`src/pkg/ext_irq_pkg.sv`:
```
// package: register map, field layout and reset values of the external pin interrupt unit
// assumes: word-addressed avalon-mm slave, register index times four is the byte address
package ext_irq_pkg;
  // ---------------------------------------------------------------
  // register indices (byte address = index * 4)
  // ---------------------------------------------------------------
  localparam logic [7:0] SENSE_CONTROL_IDX = 8'h69;
  localparam logic [7:0] GROUP_ENABLE_IDX = 8'h68;
  localparam logic [7:0] GROUP0_MASK_IDX = 8'h6B;
  localparam logic [7:0] GROUP1_MASK_IDX = 8'h6C;
  localparam logic [7:0] GROUP2_MASK_IDX = 8'h6D;
  localparam logic [7:0] GROUP3_MASK_IDX = 8'h73;
  localparam logic [7:0] EXT_ENABLE_IDX = 8'h3D;
  localparam logic [7:0] EXT_FLAGS_IDX = 8'h3C;
  localparam logic [7:0] GROUP_FLAGS_IDX = 8'h3B;
  localparam logic [7:0] CORE_CONTROL_IDX = 8'h3F;
  // ---------------------------------------------------------------
  // fields and reset values
  // ---------------------------------------------------------------
  localparam int EXT_PINS = 3;
  localparam int GROUPS = 4;
  localparam int GROUP_WIDTH = 8;
  localparam int SENSE_WIDTH = 6;
  localparam int GLOBAL_ENABLE_BIT = 0;
  localparam int SLEEP_BIT = 1;
  localparam logic [7:0] REG_RESET = 8'h00;
  localparam logic [2:0] EXT_IDLE_LEVEL = 3'h7;
  localparam logic [2:0] BUFFER_RESET = 3'h7;
  localparam logic [1:0] SENSE_LOW_LEVEL = 2'h0;
  localparam logic [1:0] SENSE_ANY_EDGE = 2'h1;
  localparam logic [1:0] SENSE_FALLING = 2'h2;
  localparam logic [1:0] SENSE_RISING = 2'h3;
  localparam int SYNC_STAGES = 2;
endpackage : ext_irq_pkg

```
`src/hw/pin_event_sync.sv`:
```
// holds a two-stage synchroniser for a bundle of pin levels
// assumes: inputs are asynchronous to ref_clk; only the second stage is read outside
`timescale 1ns/1ps
`default_nettype none
module pin_event_sync #(
  parameter int WIDTH = 8
) (
  input wire logic ref_clk, // unit clock
  input wire logic rst_n, // async reset, active low
  input wire logic [WIDTH-1:0] asyncIn, // raw pin levels
  output logic [WIDTH-1:0] syncOut // levels in the clock domain
);
  logic [WIDTH-1:0] stage1;

  // ---------------------------------------------------------------
  // two flops; first stage feeds only the second
  // ---------------------------------------------------------------
  always_ff @(posedge ref_clk or negedge rst_n) begin
    if (!rst_n) begin
      stage1 <= '0;
      syncOut <= '0;
    end else begin
      stage1 <= asyncIn;
      syncOut <= stage1;
    end
  end
endmodule : pin_event_sync
`default_nettype wire

```
`src/hw/external_pin_interrupt_unit.sv`:
```
// holds the external pin interrupt unit: three sensed request pins, four change groups
// assumes: avalon-mm master on ref_clk; the core acknowledges serviced requests by pulses
//
// Operation
// RQ1 - requests come from pin levels, whatever the pin direction is.
// RQ2 - four group requests, each from toggles of its eight enabled pins.
// RQ3 - only pins set in the group mask contribute to the group request.
// RQ4 - pin changes are caught without the clock so they can wake sleep; here they are sampled on ref_clk edges only.
// RQ5 - group flags are set only while the unit clock runs.
// RQ6 - a toggle that reverts before wake completes raises no flag.
// RQ7 - two sense bits per request pin: low, any edge, falling, rising.
// RQ8 - low-level sensing requests for as long as the pin stays low.
// RQ9 - level and edge conditions are caught without the clock for wake; here both are sampled on ref_clk edges only.
// RQ10 - a waking source holds its level through the whole start-up time.
// RQ11 - a level source holds low until the current instruction ends.
// RQ12 - pulses wider than the minimum width always raise a request.
// RQ13 - sense control bits 7:6 read zero.
// RQ14 - software disables, changes sense, clears flag, then re-enables.
// RQ15 - a pin request is enabled by its mask bit and the global enable.
// RQ16 - edge flags set on trigger, clear on service or written one.
// RQ17 - a flag stays clear while its pin uses low-level sensing.
// RQ18 - sleep with a request disabled gates its input; flags may set.
// RQ19 - group enable register holds bits 3:0, upper bits read zero.
// RQ20 - group 3 flag sets on a change and clears on service or one.
// RQ21 - groups 2, 1, 0 flags behave like group 3 in bits 2:0.
// RQ22 - four eight-bit group masks reset to zero.
// RQ23 - pin events pass a synchroniser before setting any flag, once each.
//
// Added by the designer: the Avalon-MM register port.
`timescale 1ns/1ps
`default_nettype none
module external_pin_interrupt_unit #(
  parameter int EXT_COUNT = ext_irq_pkg::EXT_PINS,
  parameter int GROUP_COUNT = ext_irq_pkg::GROUPS
) (
  input wire logic ref_clk, // 50 MHz unit clock
  input wire logic rst_n, // async reset, active low
  input wire logic [9:0] avs_address, // word address
  input wire logic avs_read, // read request
  input wire logic avs_write, // write request
  input wire logic [31:0] avs_writedata, // write data
  input wire logic [3:0] avs_byteenable, // byte lanes
  output logic [31:0] avs_readdata, // read data
  output logic avs_waitrequest, // high until answer
  input wire logic [2:0] ext_request_pins, // external request pins
  input wire logic [31:0] change_watch_pins, // pin-change pins
  input wire logic [2:0] ext_service_ack, // core serviced ext request n, pulse
  input wire logic [3:0] group_service_ack, // core serviced group n, pulse
  output logic [2:0] ext_request, // enabled external requests to core
  output logic [3:0] change_group_request, // enabled group requests to core
  output logic [2:0] input_buffer_enable // per-pin input buffer on
);
  // ---------------------------------------------------------------
  // registers
  // ---------------------------------------------------------------
  logic [5:0] senseControl;
  logic [2:0] extEnable;
  logic [2:0] extFlags;
  logic [3:0] groupEnable;
  logic [3:0] groupFlags;
  logic [7:0] groupMask [GROUP_COUNT];
  logic globalEnable;
  logic sleepMode;
  logic busy;

  wire logic [7:0] regIdx = avs_address[7:0];
  wire logic hiZero = (avs_address[9:8] == 2'h0);
  // writes act at the answer edge, the one at which the master sees the answer
  wire logic wrLane0 = avs_write && avs_byteenable[0] && busy && hiZero;
  wire logic [7:0] wrByte = avs_writedata[7:0];

  // ---------------------------------------------------------------
  // input gating and synchronisation
  // ---------------------------------------------------------------
  // pins are read at the pad, so an output-driven pin still requests [RQ1]
  // gated buffers park at high; a change here may set an edge flag [RQ18]
  logic [2:0] gatedExt;
  always_comb begin
    gatedExt = ext_request_pins | ~input_buffer_enable;
  end

  logic [2:0] extSync;
  logic [31:0] pinSync;
  pin_event_sync #(.WIDTH(3)) extSyncInst (
    .ref_clk(ref_clk),
    .rst_n(rst_n),
    .asyncIn(gatedExt),
    .syncOut(extSync)
  ); // [RQ23]
  pin_event_sync #(.WIDTH(32)) pinSyncInst (
    .ref_clk(ref_clk),
    .rst_n(rst_n),
    .asyncIn(change_watch_pins),
    .syncOut(pinSync)
  ); // [RQ23]

  logic [2:0] extPrev;
  logic [31:0] pinPrev;
  always_ff @(posedge ref_clk or negedge rst_n) begin
    if (!rst_n) begin
      extPrev <= ext_irq_pkg::EXT_IDLE_LEVEL;
      pinPrev <= '0;
    end else begin
      extPrev <= extSync;
      pinPrev <= pinSync;
    end
  end

  // ---------------------------------------------------------------
  // edge history
  // ---------------------------------------------------------------
  // sync stages and pinPrev reset to zero, extPrev to all ones, not to the pin levels; edges
  // count only once all of them hold real samples, so reset fakes none
  logic [1:0] histCount;
  logic histValid;
  always_comb begin
    histValid = (histCount == 2'(ext_irq_pkg::SYNC_STAGES + 1));
  end
  always_ff @(posedge ref_clk or negedge rst_n) begin
    if (!rst_n) begin
      histCount <= 2'h0;
    end else if (!histValid) begin
      histCount <= histCount + 2'h1;
    end
  end

  // ---------------------------------------------------------------
  // external pin sensing
  // ---------------------------------------------------------------
  // detection is level compare across clocked samples; any pulse longer than
  // one clock period is seen, shorter pulses may be missed [RQ12]
  logic [2:0] extTrigger;
  logic [2:0] extLevelLow;
  always_comb begin
    extTrigger = '0;
    extLevelLow = '0;
    for (int n = 0; n < EXT_COUNT; n++) begin
      case (senseControl[2*n +: 2]) // [RQ7]
        ext_irq_pkg::SENSE_LOW_LEVEL: extLevelLow[n] = !extSync[n]; // [RQ8]
        ext_irq_pkg::SENSE_ANY_EDGE: extTrigger[n] = extSync[n] ^ extPrev[n];
        ext_irq_pkg::SENSE_FALLING: extTrigger[n] = extPrev[n] && !extSync[n];
        ext_irq_pkg::SENSE_RISING: extTrigger[n] = !extPrev[n] && extSync[n];
        default: extTrigger[n] = 1'b0;
      endcase
      extTrigger[n] = extTrigger[n] && histValid;
      extLevelLow[n] = extLevelLow[n] && histValid;
    end
  end

  // ---------------------------------------------------------------
  // pin-change sensing per group
  // ---------------------------------------------------------------
  // level compare means a toggle that reverts before the clock restarts
  // leaves no difference and so raises no flag [RQ4] [RQ5] [RQ6]
  logic [3:0] groupTrigger;
  genvar g;
  generate
    for (g = 0; g < GROUP_COUNT; g++) begin : groupGen
      wire logic [7:0] toggled = pinSync[8*g +: 8] ^ pinPrev[8*g +: 8];
      assign groupTrigger[g] = histValid && |(toggled & groupMask[g]); // [RQ2] [RQ3]
    end
  endgenerate

  // ---------------------------------------------------------------
  // flags: hardware set wins over clear
  // ---------------------------------------------------------------
  logic [2:0] extClear;
  logic [3:0] groupClear;
  always_comb begin
    extClear = ext_service_ack;
    groupClear = group_service_ack;
    if (wrLane0 && regIdx == ext_irq_pkg::EXT_FLAGS_IDX) begin
      extClear = extClear | wrByte[2:0];
    end
    if (wrLane0 && regIdx == ext_irq_pkg::GROUP_FLAGS_IDX) begin
      groupClear = groupClear | wrByte[3:0];
    end
  end

  always_ff @(posedge ref_clk or negedge rst_n) begin
    if (!rst_n) begin
      extFlags <= '0;
    end else begin
      for (int n = 0; n < EXT_COUNT; n++) begin
        if (senseControl[2*n +: 2] == ext_irq_pkg::SENSE_LOW_LEVEL) begin
          extFlags[n] <= 1'b0; // [RQ17]
        end else if (extTrigger[n]) begin
          extFlags[n] <= 1'b1; // [RQ16]
        end else if (extClear[n]) begin
          extFlags[n] <= 1'b0; // [RQ16]
        end
      end
    end
  end

  always_ff @(posedge ref_clk or negedge rst_n) begin
    if (!rst_n) begin
      groupFlags <= '0;
    end else begin
      groupFlags <= groupTrigger | (groupFlags & ~groupClear); // [RQ20] [RQ21]
    end
  end

  // ---------------------------------------------------------------
  // control registers
  // ---------------------------------------------------------------
  always_ff @(posedge ref_clk or negedge rst_n) begin
    if (!rst_n) begin
      senseControl <= '0;
    end else if (wrLane0 && regIdx == ext_irq_pkg::SENSE_CONTROL_IDX) begin
      senseControl <= wrByte[5:0]; // [RQ7]
    end
  end

  always_ff @(posedge ref_clk or negedge rst_n) begin
    if (!rst_n) begin
      extEnable <= '0;
    end else if (wrLane0 && regIdx == ext_irq_pkg::EXT_ENABLE_IDX) begin
      extEnable <= wrByte[2:0]; // [RQ15]
    end
  end

  always_ff @(posedge ref_clk or negedge rst_n) begin
    if (!rst_n) begin
      groupEnable <= '0;
    end else if (wrLane0 && regIdx == ext_irq_pkg::GROUP_ENABLE_IDX) begin
      groupEnable <= wrByte[3:0]; // [RQ19]
    end
  end

  // ---------------------------------------------------------------
  // core control: global enable and sleep
  // ---------------------------------------------------------------
  // stands in for the status word and sleep logic that sit outside this unit
  always_ff @(posedge ref_clk or negedge rst_n) begin
    if (!rst_n) begin
      globalEnable <= 1'b0;
      sleepMode <= 1'b0;
    end else if (wrLane0 && regIdx == ext_irq_pkg::CORE_CONTROL_IDX) begin
      globalEnable <= wrByte[ext_irq_pkg::GLOBAL_ENABLE_BIT];
      sleepMode <= wrByte[ext_irq_pkg::SLEEP_BIT];
    end
  end

  always_ff @(posedge ref_clk or negedge rst_n) begin
    if (!rst_n) begin
      for (int i = 0; i < GROUP_COUNT; i++) begin
        groupMask[i] <= ext_irq_pkg::REG_RESET; // [RQ22]
      end
    end else if (wrLane0) begin
      case (regIdx)
        ext_irq_pkg::GROUP0_MASK_IDX: groupMask[0] <= wrByte; // [RQ22]
        ext_irq_pkg::GROUP1_MASK_IDX: groupMask[1] <= wrByte;
        ext_irq_pkg::GROUP2_MASK_IDX: groupMask[2] <= wrByte;
        ext_irq_pkg::GROUP3_MASK_IDX: groupMask[3] <= wrByte;
        default: begin
        end
      endcase
    end
  end

  // ---------------------------------------------------------------
  // requests to the core
  // ---------------------------------------------------------------
  always_ff @(posedge ref_clk or negedge rst_n) begin
    if (!rst_n) begin
      ext_request <= '0;
    end else begin
      for (int n = 0; n < EXT_COUNT; n++) begin
        ext_request[n] <= extEnable[n] && globalEnable && // [RQ15]
          (extFlags[n] || extLevelLow[n]); // [RQ8] [RQ9]
      end
    end
  end

  always_ff @(posedge ref_clk or negedge rst_n) begin
    if (!rst_n) begin
      change_group_request <= '0;
    end else begin
      change_group_request <= groupFlags & groupEnable & {4{globalEnable}}; // [RQ19]
    end
  end

  // ---------------------------------------------------------------
  // input buffers
  // ---------------------------------------------------------------
  // only a disabled pin loses its buffer, so an enabled one can still wake
  always_ff @(posedge ref_clk or negedge rst_n) begin
    if (!rst_n) begin
      input_buffer_enable <= ext_irq_pkg::BUFFER_RESET;
    end else begin
      for (int n = 0; n < EXT_COUNT; n++) begin
        input_buffer_enable[n] <= !sleepMode || extEnable[n]; // [RQ18]
      end
    end
  end

  // ---------------------------------------------------------------
  // avalon-mm slave: one wait cycle, then answer
  // ---------------------------------------------------------------
  logic [7:0] readByte;
  always_comb begin
    readByte = 8'h00;
    case (regIdx)
      ext_irq_pkg::SENSE_CONTROL_IDX: readByte = {2'h0, senseControl}; // [RQ13]
      ext_irq_pkg::EXT_ENABLE_IDX: readByte = {5'h00, extEnable};
      ext_irq_pkg::EXT_FLAGS_IDX: readByte = {5'h00, extFlags};
      ext_irq_pkg::GROUP_ENABLE_IDX: readByte = {4'h0, groupEnable}; // [RQ19]
      ext_irq_pkg::GROUP_FLAGS_IDX: readByte = {4'h0, groupFlags};
      ext_irq_pkg::GROUP0_MASK_IDX: readByte = groupMask[0];
      ext_irq_pkg::GROUP1_MASK_IDX: readByte = groupMask[1];
      ext_irq_pkg::GROUP2_MASK_IDX: readByte = groupMask[2];
      ext_irq_pkg::GROUP3_MASK_IDX: readByte = groupMask[3];
      ext_irq_pkg::CORE_CONTROL_IDX: readByte = {6'h00, sleepMode, globalEnable};
      default: readByte = 8'h00;
    endcase
    if (!hiZero) begin
      readByte = 8'h00;
    end
  end

  // ---------------------------------------------------------------
  // handshake
  // ---------------------------------------------------------------
  // busy marks the answer cycle; writes act there, reads latch the edge before
  wire logic takeReq = (avs_read || avs_write) && avs_waitrequest && !busy;
  always_ff @(posedge ref_clk or negedge rst_n) begin
    if (!rst_n) begin
      busy <= 1'b0;
      avs_waitrequest <= 1'b1;
    end else begin
      busy <= takeReq;
      avs_waitrequest <= !takeReq;
    end
  end

  // data latched one edge early stand through the whole answer cycle
  always_ff @(posedge ref_clk or negedge rst_n) begin
    if (!rst_n) begin
      avs_readdata <= 32'h0000_0000;
    end else if (avs_read && takeReq) begin
      avs_readdata <= {24'h00_0000, readByte};
    end
  end
endmodule : external_pin_interrupt_unit
`default_nettype wire

```
`config.mk`:
```
export PLATFORM = sky130hd
export DESIGN_NAME = external_pin_interrupt_unit
export DESIGN_NICKNAME = d
export VERILOG_FILES = /design/src/pkg/ext_irq_pkg.sv /design/src/hw/pin_event_sync.sv /design/src/hw/external_pin_interrupt_unit.sv
export SDC_FILE = /design/constraint.sdc
export NUM_CORES = 1
export LEC_CHECK = 0
export ABC_AREA = 1
export BUFFER_PORTS_ARGS = -buffer_cell sky130_fd_sc_hd__buf_2
export CORE_ASPECT_RATIO = 1.4
export CORE_MARGIN = 10
export CORE_UTILIZATION = 59
export DETAILED_ROUTE_END_ITERATION = 6
export GPL_TIMING_DRIVEN = 0
export PLACE_DENSITY = 0.84
export SYNTH_ARGS = -nofsm -noshare
export SYNTH_HDL_FRONTEND = slang
export SYNTH_SLANG_ARGS = --single-unit
```
`constraint.sdc`:
```
create_clock -name ref_clk -period 3.48 [get_ports ref_clk]
set_input_delay 0.696 -clock ref_clk [delete_from_list [all_inputs] [get_ports ref_clk]]
set_output_delay 0.696 -clock ref_clk [all_outputs]
set_load 0.02 [all_outputs]
```
==> qor.yml <==
run_status:
  run_status: "finished, final reports clean"
die:
  io_pins: 135
  die_width_um: 113
  std_cell_rows: 47
  chip_height_um: 150
  core_area_sq_mm: 0.0118
  die_area_sq_mm: 0.0169
  start_util: 0.602
pwr:
  power.share.clock: 0.426
  share_seq_of_total_power: 0.515
  leakagePower_nw: 4.17
  cell_internal_pwr_mw: 3.33
  switching_share: 0.232
  combinationalPowerShare: 0.059
  largest_vdd_supply_drop_uv: 338
  p_switching_mw: 1.01
  power.density_mw_per_mm2: 515
final_layout:
  flow.area_growth_from_synthesis_pct: 18.3
  postLayoutCoreUtil: 0.712
  final_nets: 916
  finish.cell_count_without_fillers: 976
  most_common_cell_after_layout_fill_and_taps_aside: "dfrtp_1"
  multi_input_logic_area_sq_mm: 0.00221
  share_of_final_layout_standard_cells_stronger_than_drive_strength_1: 0.236
  layout.filler_cells: 841
  antenna_cells_inserted: 0
  layout.cells.most_common_list: "174 x dfrtp_1, 170 x nand2_1, 85 x buf_2"
  layout.area.seq_sq_mm: 0.00454
placement:
  routability_cong: 0.932
  dp.cells: 945
  detailedPlacementHpwl_mm: 11.5
  io_buffers: 83
worst_setup_path:
  cp_max_fo: 2
  worstSetupPathType: "flip-flop to output port"
  ff2ff_setup_slack_ns: 1.82
  path_depth: 1
  reg2reg_from: "histCount[0]"
  setup.worst_path.end_class: "output port"
  critical_path.top_delay_family: "flip-flops"
  path_cells: "buf_2"
  cpMaxStageDelayCell: "dfstp_2"
  critical_path_buffers_and_inverters: 1
  timing.reg2reg.worst_path_depth: 4
  worst_path_largest_cell_delay_ns: 0.53
  worst_ep_arrival_time_ns: 1.10
  cp-start-kind: "flip-flop"
  regToRegEndpoint: "ext_request[2]"
  timing.critical_path.required_ns: 2.78
clocking:
  cts-buffers-inserted: 17
  cts_buffer_depth: 2
  path_clk_slew_ns: 0.06
  worst_skew_pair.late_latency_ns: 0.42
  cts.sinks: 181
  cts_resized: 0
  cts.repair_timing.setup_buffer_count: 0
  cts_tree: "built"
  htree_levels: 4
  cts_root_buf: "clkbuf_16"
  holdBufCountCts: 0
sta:
  setup_tns_ns: 0
  report.final.slew_viol_count: 0
  max_freq_mhz: 556
  worst_slew_margin_rel: 0.556
  final_hold_viol_count: 0
  whs_ns: 0.193
  tightest_slew_ns: 0.665
  finalWorstPathRequiredPeriod_ns: 1.80
  rsz0062_at_grt: "no"
  final-setup-viol-count: 0
  fin_crit_sh: 0.517
  finClkSkew_ns: 0.00497
yosys:
  post_synth_inst_count: 691
  synthTopCellsByArea: "dfrtp_1 61%, nand2_1 9.0%, nand3_1 3.9%"
  synth_cell_types: 35
  synth-seq-cells: 181
  synthesis.area_sq_mm: 0.00711
  synth-main-ff-cell: "dfrtp_1"
  ys_warn_count: 0
  synthDominantAreaCellType: "dfrtp_1"
  share_of_the_yosys_chip_area_belonging_to_registers: 0.638
  async_flop_share: 1.00
  synthDominantCellAreaShare: 0.612
  synth-edff-count: 0
  synthesis.area_per_instance_sq_um: 10.3
route:
  wl_mm: 15.9
  drt-initial-drc-count: 391
  route.detailed.drc: 0
  via_per_inst: 5.36
  drt.antenna.violating_nets: 0
  detail_route.first_pass.iterations: 5
  route.vias.total: 5235
  avgRoutedWirePerCell_um: 16.3
global_routing:
  grt_pass1_vias: 5467
  grt_max_degree: 125
  grt_util_all_layers: 0.194
  grt_overflow: 0
  antenna_violations_before_repair: 0
  grt_first_pass_wirelength_mm: 26.5
job:
  max-cap-violations: 0
min_path:
  holdCritPathClass: "input pin to asynchronous set/reset pin"
-- metrics by stage --
stage          power, mW  setup WS [ns]  area, sq um
5_1_grt             4.49           1.66         8420
3_3_place_gp        2.50         -0.811         7800
2_1_floorplan       2.40           1.80         7200
6_report            4.33           1.68         8420
4_1_cts             4.36           1.66         8420
3_5_place_dp        2.52           1.42         7840
-- Yosys cell counts, types with 4 or more instances --
cell type  count
o21ai_0       29
nor2_1        46
a21oi_1       13
nand2_2        6
o22ai_1        6
or2_2          5
o21ai_1       33
ha_1           7
o21ai_2        6
dfstp_2        7
nand2_1      170
nor2_4         7
buf_4         26
dfrtp_1      174
nand3_1       56
nand4_1        6
inv_1         45
nor3_1        12
nand3_2        4
buf_6          4
-- power groups by stage --
stage	registers, mW	clock network, mW	logic, mW
4_1_cts	2.23	1.87	0.256
2_1_floorplan	2.27	0	0.131
6_report	2.23	1.85	0.255
3_5_place_dp	2.27	0	0.254
5_1_grt	2.24	1.97	0.286
3_3_place_gp	2.26	0	0.240
-- routing by layer --
metal | track usage | wire (um) | up-vias
met1 | 0.218 | 6080 | 2510
met2 | 0.326 | 7960 | 214
li1 | - | - | 2461
met5 | 0 | 0 | -
met4 | 0.120 | 815 | 0
met3 | 0.0489 | 1020 | 50
-- cell type report --
class / count / share of cell area
inverters: 49 / 0.0224
repair buffers: 84 / 0.0538
clock buffers: 20 / 0.0554
well taps: 147 / 0.0218
clock inverters: 11 / 0.0135
flip-flops and latches: 181 / 0.539
plain buffers: 34 / 0.0308
multi-input cells: 450 / 0.263
-- cells by family (layout without fill, tap and decap cells) --
| logic type | after synthesis | count (layout) | share of synthesized area |
|---|---|---|---|
| adder cells (fa/ha/maj) | 7 | 7 | 0.0123 |
| multiplexers | 1 | 1 | 0.00158 |
| AND/OR/NAND/NOR | 323 | 323 | 0.211 |
| other | 1 | 24 | 0.000527 |
| buffers and inverters | 83 | 198 | 0.0630 |
| AO/OA/AOI/OAI | 93 | 93 | 0.0712 |
| flip-flops | 181 | 181 | 0.638 |
| XOR/XNOR | 2 | 2 | 0.00246 |
-- worst max-delay path by stage --
| stage | from | endpoint | slack [ns] |
|---|---|---|---|
| floorplan | avs_address[7] | senseControl[2] | 1.80 |
| global placement | rst_n | pinSyncInst.stage1[15] | -0.81 |
| detailed placement | avs_address[7] | senseControl[4] | 1.42 |
| CTS | avs_waitrequest | avs_waitrequest | 1.66 |
| global route | input_buffer_enable[0] | input_buffer_enable[0] | 1.66 |
| finish | avs_waitrequest | avs_waitrequest | 1.68 |
-- sequential cells by signal, summed over array words and instances (netlist names), 6 cells and up --
name                 cells
pinPrev                 32
avs_readdata             8
pinSyncInst.syncOut     32
groupMask               32
senseControl             6
pinSyncInst.stage1      32
Power figures use the tool's default switching activity.
